`config.mk`:
```
export PLATFORM = sky130hd
export DESIGN_NAME = cdac_ctrl
export DESIGN_NICKNAME = d
export VERILOG_FILES = /design/src/inc/cdac_pkg.sv /design/src/verilog/cdac_sync.sv /design/src/verilog/cdac_ctrl.sv
export SDC_FILE = /design/constraint.sdc
export NUM_CORES = 1
export LEC_CHECK = 0
export BUFFER_PORTS_ARGS = -buffer_cell sky130_fd_sc_hd__buf_4
export CORE_UTILIZATION = 35
export DETAILED_ROUTE_END_ITERATION = 12
export PLACE_DENSITY_LB_ADDON = 0.05
export SYNTH_ARGS = -nofsm -noshare
export SYNTH_HDL_FRONTEND = slang
export SYNTH_HIERARCHICAL = 1
export SYNTH_SLANG_ARGS = --single-unit
```
`constraint.sdc`:
```
create_clock -name pclk -period 1.9 [get_ports pclk]
set_input_delay 0.285 -clock pclk [delete_from_list [all_inputs] [get_ports pclk]]
set_output_delay 0.285 -clock pclk [all_outputs]
set_load 0.01 [all_outputs]
```
`src/inc/cdac_pkg.sv`:
```
package cdac_pkg;

    // ------------------------------------------------------------------
    // widths
    // ------------------------------------------------------------------
    localparam int unsigned ADDR_W = 8;
    localparam int unsigned DATA_W = 32;
    localparam int unsigned POS_SEL_W = 2;
    localparam int unsigned NEG_SEL_W = 3;
    localparam int unsigned CODE_W = 10;
    localparam int unsigned SYNC_W = 4;

    // ------------------------------------------------------------------
    // register offsets (byte addresses, one aligned word each)
    // ------------------------------------------------------------------
    localparam logic [7:0] OFS_CMP_A_CTRL = 8'h00;
    localparam logic [7:0] OFS_CMP_B_CTRL = 8'h04;
    localparam logic [7:0] OFS_GLOBAL_CTRL = 8'h08;
    localparam logic [7:0] OFS_DAC0_HOLD = 8'h0c;
    localparam logic [7:0] OFS_DAC1_HOLD = 8'h10;
    localparam logic [7:0] OFS_STATUS = 8'h14;
    localparam logic [7:0] OFS_DAC_APPLIED = 8'h18;

    // ------------------------------------------------------------------
    // field positions
    // ------------------------------------------------------------------
    localparam int unsigned CFG_W = 8;
    localparam int unsigned GLB_W = 6;
    localparam int unsigned CFG_ENABLE_N_BIT = 0;
    localparam int unsigned ST_CMP_A_BIT = 0;
    localparam int unsigned ST_CMP_B_BIT = 1;
    localparam int unsigned ST_PEND0_BIT = 2;
    localparam int unsigned ST_PEND1_BIT = 3;
    localparam int unsigned APPLIED_DAC1_LSB = 16;

    // sync vector lanes
    localparam int unsigned LANE_CMP_A = 0;
    localparam int unsigned LANE_CMP_B = 1;
    localparam int unsigned LANE_TRIG0 = 2;
    localparam int unsigned LANE_TRIG1 = 3;

    // ------------------------------------------------------------------
    // select encodings
    // ------------------------------------------------------------------
    localparam logic [1:0] POS_SEL_INPUT1 = 2'h1;
    localparam logic [1:0] POS_SEL_INPUT2 = 2'h2;
    localparam logic [2:0] NEG_SEL_INPUT1 = 3'h1;
    localparam logic [2:0] NEG_SEL_INPUT2 = 3'h2;
    localparam logic [2:0] NEG_SEL_INPUT3 = 3'h3;
    localparam logic [2:0] NEG_SEL_REF_QUARTER = 3'h4;
    localparam logic [2:0] NEG_SEL_REF_HALF = 3'h5;
    localparam logic [2:0] NEG_SEL_REF_3QUARTER = 3'h6;
    localparam logic [2:0] NEG_SEL_REF_FULL = 3'h7;

    // ------------------------------------------------------------------
    // carriers
    // ------------------------------------------------------------------
    // one comparator's control set; packed layout equals the register layout
    typedef struct packed {
        logic [POS_SEL_W-1:0] pos_select;
        logic [NEG_SEL_W-1:0] neg_select;
        logic speed_power;
        logic hysteresis_on;
        logic enable_n;
    } cdac_cmp_cfg_s;

    // shared stop, converter enables and dual mode
    typedef struct packed {
        logic dual_mode;
        logic dac1_buffer_enable_n;
        logic dac0_buffer_enable_n;
        logic dac_enable_n;
        logic dac_stop;
        logic cmp_stop;
    } cdac_glb_s;

    // ------------------------------------------------------------------
    // reset values
    // ------------------------------------------------------------------
    localparam cdac_cmp_cfg_s CMP_CFG_RST = '{
        pos_select: POS_SEL_INPUT1,
        neg_select: NEG_SEL_INPUT1,
        speed_power: 1'b0,
        hysteresis_on: 1'b0,
        enable_n: 1'b1
    };
    localparam cdac_glb_s GLB_RST = '{
        dual_mode: 1'b0,
        dac1_buffer_enable_n: 1'b1,
        dac0_buffer_enable_n: 1'b1,
        dac_enable_n: 1'b1,
        dac_stop: 1'b0,
        cmp_stop: 1'b0
    };
    localparam logic [9:0] CODE_RST = 10'h000;

endpackage

```
`src/verilog/cdac_sync.sv`:
```
`timescale 1ns/1ps

// two-stage synchroniser for the asynchronous analog and trigger inputs
module cdac_sync (
    input wire logic pclk,
    input wire logic presetn,
    input wire logic [cdac_pkg::SYNC_W-1:0] async_in,
    output logic [cdac_pkg::SYNC_W-1:0] sync_out
);

    typedef struct packed {
        logic [cdac_pkg::SYNC_W-1:0] meta;
        logic [cdac_pkg::SYNC_W-1:0] stable;
    } cdac_sync_state_s;

    cdac_sync_state_s st;
    cdac_sync_state_s next_st;

    // first stage feeds only the second stage
    always_comb begin
        next_st = st;
        next_st.meta = async_in;
        next_st.stable = st.meta;
    end

    always_ff @(posedge pclk or negedge presetn) begin
        if (!presetn) begin
            st <= '0;
        end else begin
            st <= next_st;
        end
    end

    assign sync_out = st.stable;

endmodule // cdac_sync

```
`src/verilog/cdac_ctrl.sv`:
```
`timescale 1ns/1ps

// Summary of operation
// (RULE_01) The first comparator gets a 2-bit positive select, 01 for input one and 10 for input two.
// (RULE_02) The first comparator gets a 3-bit negative select: 001..011 external, 100..111 quarter to full reference.
// (RULE_03) Each comparator gets a speed/power bit (0 fast, 1 low power) and an active-low enable.
// (RULE_04) Each comparator gets a hysteresis bit, 1 turning hysteresis on.
// (RULE_05) The second comparator gets its own independent copy of the full control set and has its own result.
// (RULE_06) One shared stop bit powers the comparator pair down when 1.
// (RULE_07) Each comparator result is offered both to pins and to the timer trigger logic.
// (RULE_08) The converters take an active-low enable and a stop bit that powers them down when 1.
// (RULE_09) Each converter output buffer has an active-low enable, 1 bypassing the buffer.
// (RULE_10) Each converter receives a 10-bit unsigned code, output equal to reference times code over 1024.
// (RULE_11) The converters update independently, or both at once from one trigger in dual mode.
// (RULE_12) A new code reaches a converter only on an external trigger event.
// (RULE_13) Selects, modes and codes stay stable while the macro is enabled and change only on clock edges; only the comparator fields are held while enabled.
module cdac_ctrl (
    input wire logic pclk,
    input wire logic presetn,
    input wire logic psel,
    input wire logic penable,
    input wire logic pwrite,
    input wire logic [cdac_pkg::ADDR_W-1:0] paddr,
    input wire logic [cdac_pkg::DATA_W-1:0] pwdata,
    output logic [cdac_pkg::DATA_W-1:0] prdata,
    output logic pready,
    output logic pslverr,
    input wire logic cmp_a_result,
    input wire logic cmp_b_result,
    input wire logic dac0_trigger,
    input wire logic dac1_trigger,
    output logic [cdac_pkg::POS_SEL_W-1:0] cmp_a_pos_select,
    output logic [cdac_pkg::NEG_SEL_W-1:0] cmp_a_neg_select,
    output logic cmp_a_speed_power,
    output logic cmp_a_hysteresis_on,
    output logic cmp_a_enable_n,
    output logic [cdac_pkg::POS_SEL_W-1:0] cmp_b_pos_select,
    output logic [cdac_pkg::NEG_SEL_W-1:0] cmp_b_neg_select,
    output logic cmp_b_speed_power,
    output logic cmp_b_hysteresis_on,
    output logic cmp_b_enable_n,
    output logic cmp_stop,
    output logic cmp_a_pin_level,
    output logic cmp_b_pin_level,
    output logic cmp_a_timer_trigger,
    output logic cmp_b_timer_trigger,
    output logic dac_enable_n,
    output logic dac_stop,
    output logic dac0_buffer_enable_n,
    output logic dac1_buffer_enable_n,
    output logic [cdac_pkg::CODE_W-1:0] dac0_code,
    output logic [cdac_pkg::CODE_W-1:0] dac1_code
);

    // ------------------------------------------------------------------
    // state
    // ------------------------------------------------------------------
    typedef struct packed {
        cdac_pkg::cdac_cmp_cfg_s cmp_a;
        cdac_pkg::cdac_cmp_cfg_s cmp_b;
        cdac_pkg::cdac_glb_s glb;
        logic [cdac_pkg::CODE_W-1:0] hold0;
        logic [cdac_pkg::CODE_W-1:0] hold1;
        logic [cdac_pkg::CODE_W-1:0] code0;
        logic [cdac_pkg::CODE_W-1:0] code1;
        logic pend0;
        logic pend1;
        logic [1:0] trig_prev;
        logic [1:0] cmp_level;
        logic [1:0] cmp_rise;
        logic [cdac_pkg::DATA_W-1:0] rdata;
    } cdac_state_s;

    localparam cdac_state_s STATE_RST = '{
        cmp_a: cdac_pkg::CMP_CFG_RST,
        cmp_b: cdac_pkg::CMP_CFG_RST,
        glb: cdac_pkg::GLB_RST,
        hold0: cdac_pkg::CODE_RST,
        hold1: cdac_pkg::CODE_RST,
        code0: cdac_pkg::CODE_RST,
        code1: cdac_pkg::CODE_RST,
        pend0: 1'b0,
        pend1: 1'b0,
        trig_prev: 2'h0,
        cmp_level: 2'h0,
        cmp_rise: 2'h0,
        rdata: 32'h0000_0000
    };

    cdac_state_s st;
    cdac_state_s next_st;
    logic [cdac_pkg::SYNC_W-1:0] sync_in;
    logic [cdac_pkg::SYNC_W-1:0] sync_q;

    // ------------------------------------------------------------------
    // decode helpers
    // ------------------------------------------------------------------
    // used for the error answer and to gate writes
    function automatic logic is_mapped(input logic [cdac_pkg::ADDR_W-1:0] a);
        is_mapped = (a == cdac_pkg::OFS_CMP_A_CTRL) || (a == cdac_pkg::OFS_CMP_B_CTRL)
                 || (a == cdac_pkg::OFS_GLOBAL_CTRL) || (a == cdac_pkg::OFS_DAC0_HOLD)
                 || (a == cdac_pkg::OFS_DAC1_HOLD) || (a == cdac_pkg::OFS_STATUS)
                 || (a == cdac_pkg::OFS_DAC_APPLIED);
    endfunction

    // a running comparator accepts only a change of its enable bit
    function automatic cdac_pkg::cdac_cmp_cfg_s cfg_write(input cdac_pkg::cdac_cmp_cfg_s cur,
                                                         input logic [cdac_pkg::DATA_W-1:0] d);
        cdac_pkg::cdac_cmp_cfg_s upd;
        upd = cdac_pkg::cdac_cmp_cfg_s'(d[cdac_pkg::CFG_W-1:0]);
        if (!cur.enable_n) begin
            cfg_write = cur; // RULE_13
            cfg_write.enable_n = upd.enable_n;
        end else begin
            cfg_write = upd; // RULE_05
        end
    endfunction

    // ------------------------------------------------------------------
    // input synchronisers
    // ------------------------------------------------------------------
    // analog results and triggers come from outside the pclk domain
    assign sync_in = {dac1_trigger, dac0_trigger, cmp_b_result, cmp_a_result};

    cdac_sync u_sync (
        .pclk(pclk),
        .presetn(presetn),
        .async_in(sync_in),
        .sync_out(sync_q)
    );

    // ------------------------------------------------------------------
    // next-state logic
    // ------------------------------------------------------------------
    // bus access, trigger handling and result tracking in one pass
    always_comb begin
        logic wr_en;
        logic [1:0] trig_rise;
        logic apply0;
        logic apply1;
        logic [cdac_pkg::DATA_W-1:0] rd;
        apply0 = 1'b0;
        apply1 = 1'b0;
        wr_en = psel && penable && pwrite && is_mapped(paddr);
        trig_rise = {sync_q[cdac_pkg::LANE_TRIG1], sync_q[cdac_pkg::LANE_TRIG0]} & ~st.trig_prev;
        rd = 32'h0000_0000;
        next_st = st;

        // comparator results go to pins as a level and to timers as a pulse
        next_st.cmp_level = {sync_q[cdac_pkg::LANE_CMP_B], sync_q[cdac_pkg::LANE_CMP_A]}; // RULE_07
        next_st.cmp_rise = next_st.cmp_level & ~st.cmp_level; // RULE_07
        next_st.trig_prev = {sync_q[cdac_pkg::LANE_TRIG1], sync_q[cdac_pkg::LANE_TRIG0]};

        // in dual mode trigger 0 moves both codes on the same edge
        if (st.glb.dual_mode) begin
            apply0 = trig_rise[0]; // RULE_11
            apply1 = trig_rise[0]; // RULE_11
        end else begin
            apply0 = trig_rise[0];
            apply1 = trig_rise[1];
        end
        if (apply0) begin
            next_st.code0 = st.hold0; // RULE_12
            next_st.pend0 = 1'b0;
        end
        if (apply1) begin
            next_st.code1 = st.hold1; // RULE_12
            next_st.pend1 = 1'b0;
        end

        // writes land at the access-phase edge; a new code write re-arms pending after an apply
        if (wr_en) begin
            unique case (paddr)
                cdac_pkg::OFS_CMP_A_CTRL: next_st.cmp_a = cfg_write(st.cmp_a, pwdata); // RULE_01 RULE_02
                cdac_pkg::OFS_CMP_B_CTRL: next_st.cmp_b = cfg_write(st.cmp_b, pwdata); // RULE_05
                cdac_pkg::OFS_GLOBAL_CTRL: next_st.glb = cdac_pkg::cdac_glb_s'(pwdata[cdac_pkg::GLB_W-1:0]);
                cdac_pkg::OFS_DAC0_HOLD: begin
                    next_st.hold0 = pwdata[cdac_pkg::CODE_W-1:0]; // RULE_10
                    next_st.pend0 = 1'b1;
                end
                cdac_pkg::OFS_DAC1_HOLD: begin
                    next_st.hold1 = pwdata[cdac_pkg::CODE_W-1:0]; // RULE_10
                    next_st.pend1 = 1'b1;
                end
                default: begin
                end
            endcase
        end

        // read data are captured in the setup cycle so prdata comes from a flop
        if (psel && !penable) begin
            unique case (paddr)
                cdac_pkg::OFS_CMP_A_CTRL: rd[cdac_pkg::CFG_W-1:0] = st.cmp_a;
                cdac_pkg::OFS_CMP_B_CTRL: rd[cdac_pkg::CFG_W-1:0] = st.cmp_b;
                cdac_pkg::OFS_GLOBAL_CTRL: rd[cdac_pkg::GLB_W-1:0] = st.glb;
                cdac_pkg::OFS_DAC0_HOLD: rd[cdac_pkg::CODE_W-1:0] = st.hold0;
                cdac_pkg::OFS_DAC1_HOLD: rd[cdac_pkg::CODE_W-1:0] = st.hold1;
                cdac_pkg::OFS_STATUS: begin
                    rd[cdac_pkg::ST_CMP_A_BIT] = st.cmp_level[0];
                    rd[cdac_pkg::ST_CMP_B_BIT] = st.cmp_level[1];
                    rd[cdac_pkg::ST_PEND0_BIT] = st.pend0;
                    rd[cdac_pkg::ST_PEND1_BIT] = st.pend1;
                end
                cdac_pkg::OFS_DAC_APPLIED: begin
                    rd[cdac_pkg::CODE_W-1:0] = st.code0;
                    rd[cdac_pkg::APPLIED_DAC1_LSB +: cdac_pkg::CODE_W] = st.code1;
                end
                default: rd = 32'h0000_0000;
            endcase
            next_st.rdata = rd;
        end
    end

    // ------------------------------------------------------------------
    // state register
    // ------------------------------------------------------------------
    // every macro input changes only here, on a pclk edge
    always_ff @(posedge pclk or negedge presetn) begin
        if (!presetn) begin
            st <= STATE_RST;
        end else begin
            st <= next_st; // RULE_13
        end
    end

    // ------------------------------------------------------------------
    // outputs
    // ------------------------------------------------------------------
    // zero wait states; unmapped or misaligned offsets answer with an error
    assign pready = 1'b1;
    assign pslverr = psel && penable && !is_mapped(paddr);
    assign prdata = st.rdata;

    // comparator control sets, all straight from flops
    assign cmp_a_pos_select = st.cmp_a.pos_select; // RULE_01
    assign cmp_a_neg_select = st.cmp_a.neg_select; // RULE_02
    assign cmp_a_speed_power = st.cmp_a.speed_power; // RULE_03
    assign cmp_a_hysteresis_on = st.cmp_a.hysteresis_on; // RULE_04
    assign cmp_a_enable_n = st.cmp_a.enable_n; // RULE_03
    assign cmp_b_pos_select = st.cmp_b.pos_select; // RULE_05
    assign cmp_b_neg_select = st.cmp_b.neg_select; // RULE_05
    assign cmp_b_speed_power = st.cmp_b.speed_power; // RULE_05
    assign cmp_b_hysteresis_on = st.cmp_b.hysteresis_on; // RULE_05
    assign cmp_b_enable_n = st.cmp_b.enable_n; // RULE_05
    assign cmp_stop = st.glb.cmp_stop; // RULE_06

    // results, three flops late, plus a rising-edge pulse for the timers
    assign cmp_a_pin_level = st.cmp_level[0]; // RULE_07
    assign cmp_b_pin_level = st.cmp_level[1];
    assign cmp_a_timer_trigger = st.cmp_rise[0]; // RULE_07
    assign cmp_b_timer_trigger = st.cmp_rise[1];

    // converter controls and applied codes
    assign dac_enable_n = st.glb.dac_enable_n; // RULE_08
    assign dac_stop = st.glb.dac_stop; // RULE_08
    assign dac0_buffer_enable_n = st.glb.dac0_buffer_enable_n; // RULE_09
    assign dac1_buffer_enable_n = st.glb.dac1_buffer_enable_n; // RULE_09
    assign dac0_code = st.code0; // RULE_10
    assign dac1_code = st.code1; // RULE_10

endmodule // cdac_ctrl

```
==> metrics.md <==
| Metric | Value |
|---|---|
| Status | `finished, final reports clean` |
| Area grow syn2layout | `19.4%` |
| Chip height | `117 um` |
| Sequential share of the synthesized area | `53.0%` |
| Antenna Violating Nets Remaining | `0` |
| Post-route minimum period | `1.66 ns` |
| Critical-path top delay cell | `a31oi_1` |
| CTS buffer count | `9` |
| Final slew viol count | `0` |
| Gate count of the mapped netlist | `366` |
| DRC errors left | `0` |
| DIE AREA | `13,700 sq um` |
| EDFF count, synth | `0` |
| Std-Cell Rows | `41` |
| Final Cycle Share | `87.1%` |
| Synth top area share | `a little under half` |
| CP cell instances | `buf_4 > buf_4 > nand3_1 > a31oi_1 > buf_4` |
| CP peak stage delay | `0.30 ns` |
| FF+latch count, synth | `98` |
| PortBufs | `92` |
| Worst vdd ir | `300 uV` |
| DRT Pass-1 Iters | `5` |
| Io pins | `128` |
| Type of origin of the critical path | `input pin` |
| Via count | `2,917` |
| Synth top area cells | `dfrtp_1, mux2_2, buf_4` |
| 1st-iter DRT viols | `69` |
| Skew-Pair Late Insertion Delay | `0.34 ns` |
| Routed wire length | `11,000 um` |
| Setup violations, final | `0` |
| Area of the multi-input gates | `1660 sq um` |
| Initial antenna violation count | `0` |
| WL/cell | `18.1 um` |
| Largest net degree at the start of global routing | `53` |
| Critical path's top delay family | `buffers and inverters` |
| CP Buf/Inv Count | `3` |
| TritonCTS clock tree | `built` |
| Reg clk slew, reported paths | `0.06 ns` |
| Routability cong. | `0.770` |
| Initial core utilization | `36.4%` |
| Crit Path Class | `input pin to output port` |
| Lkg Pwr | `2.74 nW` |
| Ant diodes | `0` |
| GRT Overall Usage | `between 15 and 20%` |
| Layout cell share with drive strength beyond 1 | `around half` |
| CP Max Fanout | `13` |
| Synth warn | `6` |
| Final hold violation count | `0` |
| Worst Skew | `0.00531 ns` |
| Post-CTS sizing | `0` |
| Cell area after synthesis | `~4600 sq um` |
| Yosys top cell by area | `dfrtp_1` |
| WP data required | `1.62 ns` |
| Layout fillers | `roughly 1,200` |
| Worst EP arrival | `~1.4 ns` |
| Vias per cell | `between 4 and 5` |
| Final nets | `480` |
| Count of different cell masters after synthesis | `47` |
| Clock sink count | `98` |
| Async SR Flop Fraction | `100%` |
| FMAX | `0.604 GHz` |
| Worst setup EP type | `output port` |
| Post-Syn Area per Cell | `12.7 sq um` |
| Final Power | `just over 0.004 W` |
| Core area | `approximately 13,000 sq um` |
| Pwr Density | `742 nW/um^2` |
| Final hold slack | `0.0420 ns` |
| Sequential Area | `2460 sq um` |
| Vias in the first global route | `roughly 2,900` |
| Max_cap viols | `0` |
| Post-layout util | `43.4%` |
| Root Buffer | `clkbuf_16` |
| Hold-fix buffers, CTS | `1` |
| DP HPWL | `8160 um` |
| CTS max path bufs | `2` |
| First-pass GRT wire length | `between 15,000 and 20,000 um` |
| Die Width | `between 100 and 150 um` |
| Final setup TNS | `0 ns` |
| Post-CTS setup buffer count | `0` |
| RSZ-0062 raised after global routing | `false` |
| Hold Path Class | `input pin to register` |
| Total gr overflow | `0` |
| H-tree depth | `3` |
| Top cell by count, worst path | `buf_4` |
| Synth Flop Type | `dfrtp_1` |
## where the power goes
part	internal, W	switching, W
Combinational	0.000125	0.000181
Sequential	0.00212	0.0000213
Clock	0.000918	0.000750
## flip-flops by register name, summed over array words and instances, names as in the netlist, 2 cells and up
| register | flops |
|---|---|
| dac0_code | 10 |
| u_sync/sync_out | 4 |
| dac1_code | 10 |
| st | 25 |
| cmp_b_neg_select | 3 |
| cmp_a_pos_select | 2 |
| cmp_b_pos_select | 2 |
| u_sync/next_st | 4 |
| cmp_a_neg_select | 3 |
| prdata | 20 |
## layer usage
layer | track usage [%] | vias up | wire, um
met5 | 0 | - | 0
met4 | 7.09 | 0 | 193
met3 | 3.81 | 12 | 501
met2 | 25.6 | 90 | 4760
met1 | 24.8 | 1449 | 5570
li1 | - | 1366 | -
## placed cells by master, fill, tap and decap left out, types with 3 or more instances in the layout
master	n
nor2b_1	8
mux2_2	64
o2bb2ai_1	3
clkbuf_1	3
o22ai_1	4
a22oi_1	5
o21ai_0	8
clkinv_2	3
nand3_1	6
buf_4	115
mux4_2	3
clkbuf_16	9
dfrtp_1	89
mux2i_1	7
dfstp_2	9
a21oi_1	9
a22o_2	5
nor2_1	7
buf_12	3
nor3_1	3
nand2_1	17
a22o_1	9
inv_1	3
conb_1	13
## final timing paths
path / slack, ns / end / from / cells past startpoint
min: 0.04 / u_sync/next_st[0]$_DFF_PN0_ / cmp_a_result / 1
min in group asynchronous: 0.28 / prdata[17]$_DFFE_PN0P_ / presetn / 2
max in group asynchronous: 1.09 / cmp_a_neg_select[0]$_DFFE_PN1P_ / presetn / 3
max: 0.24 / pslverr / paddr[2] / 5
min reg2reg: 0.35 / u_sync/sync_out[3]$_DFF_PN0_ / u_sync/next_st[3]$_DFF_PN0_ / 0
max reg2reg: 0.36 / prdata[3]$_DFFE_PN0P_ / cmp_a_neg_select[0]$_DFFE_PN1P_ / 5
## cell families (layout without fill, tap and decap cells)
| family | after synthesis | after routing | share of synthesized area [%] |
|---|---|---|---|
| compound gates | 51 | 51 | 7.89 |
| simple gates | 62 | 62 | 8.24 |
| buf+inv | 79 | 138 | 12.2 |
| other cells | 2 | 13 | 0.162 |
| flops | 98 | 98 | 53.0 |
| mux | 74 | 74 | 18.5 |
## cell type report
type                       count  area share, %
sequential                    98           44.4
tap                          172           3.88
timing repair buffer         119           16.8
clock inverter                 3          0.271
clock buffer                  13           4.51
inverter                       3          0.203
multi-input combinational    200           29.9
## synthesized netlist by cell type (2+ instances only)
library cell	n
clkbuf_1	3
o21ai_0	8
dfrtp_1	89
nand3_1	6
mux4_2	3
a22o_2	5
conb_1	2
dfstp_2	9
nor2b_1	8
nor2_1	7
nor3_1	3
mux2_2	64
inv_1	3
a22oi_1	5
nand2b_1	2
nand4_1	2
nor2_2	2
mux2i_1	7
o2bb2ai_1	3
and3_1	2
o22ai_1	4
buf_2	3
nand2_1	17
a22o_1	9
a31oi_1	2
nor4_4	2
a21oi_1	9
buf_4	68
## worst register-to-register path, cell delays in order, from the launching register on
cell and delay, ns:
dfstp_2 0.54, nor2b_1 0.12, a211oi_1 0.07, a2111oi_0 0.43
o21ai_0 0.16, a21oi_1 0.15
## per-stage QoR
step | instance area, sq um | cells | setup slack [ns]
CTS | 5550 | 608 | 0.261
finish | 5550 | 608 | 0.245
detailed placement | 5270 | 591 | 0.0548
floorplan | 4690 | 377 | 0.288
global placement | 5270 | 591 | 0.0987
global route | 5550 | 608 | 0.168
No activity file was read; power rests on OpenSTA's default activity.
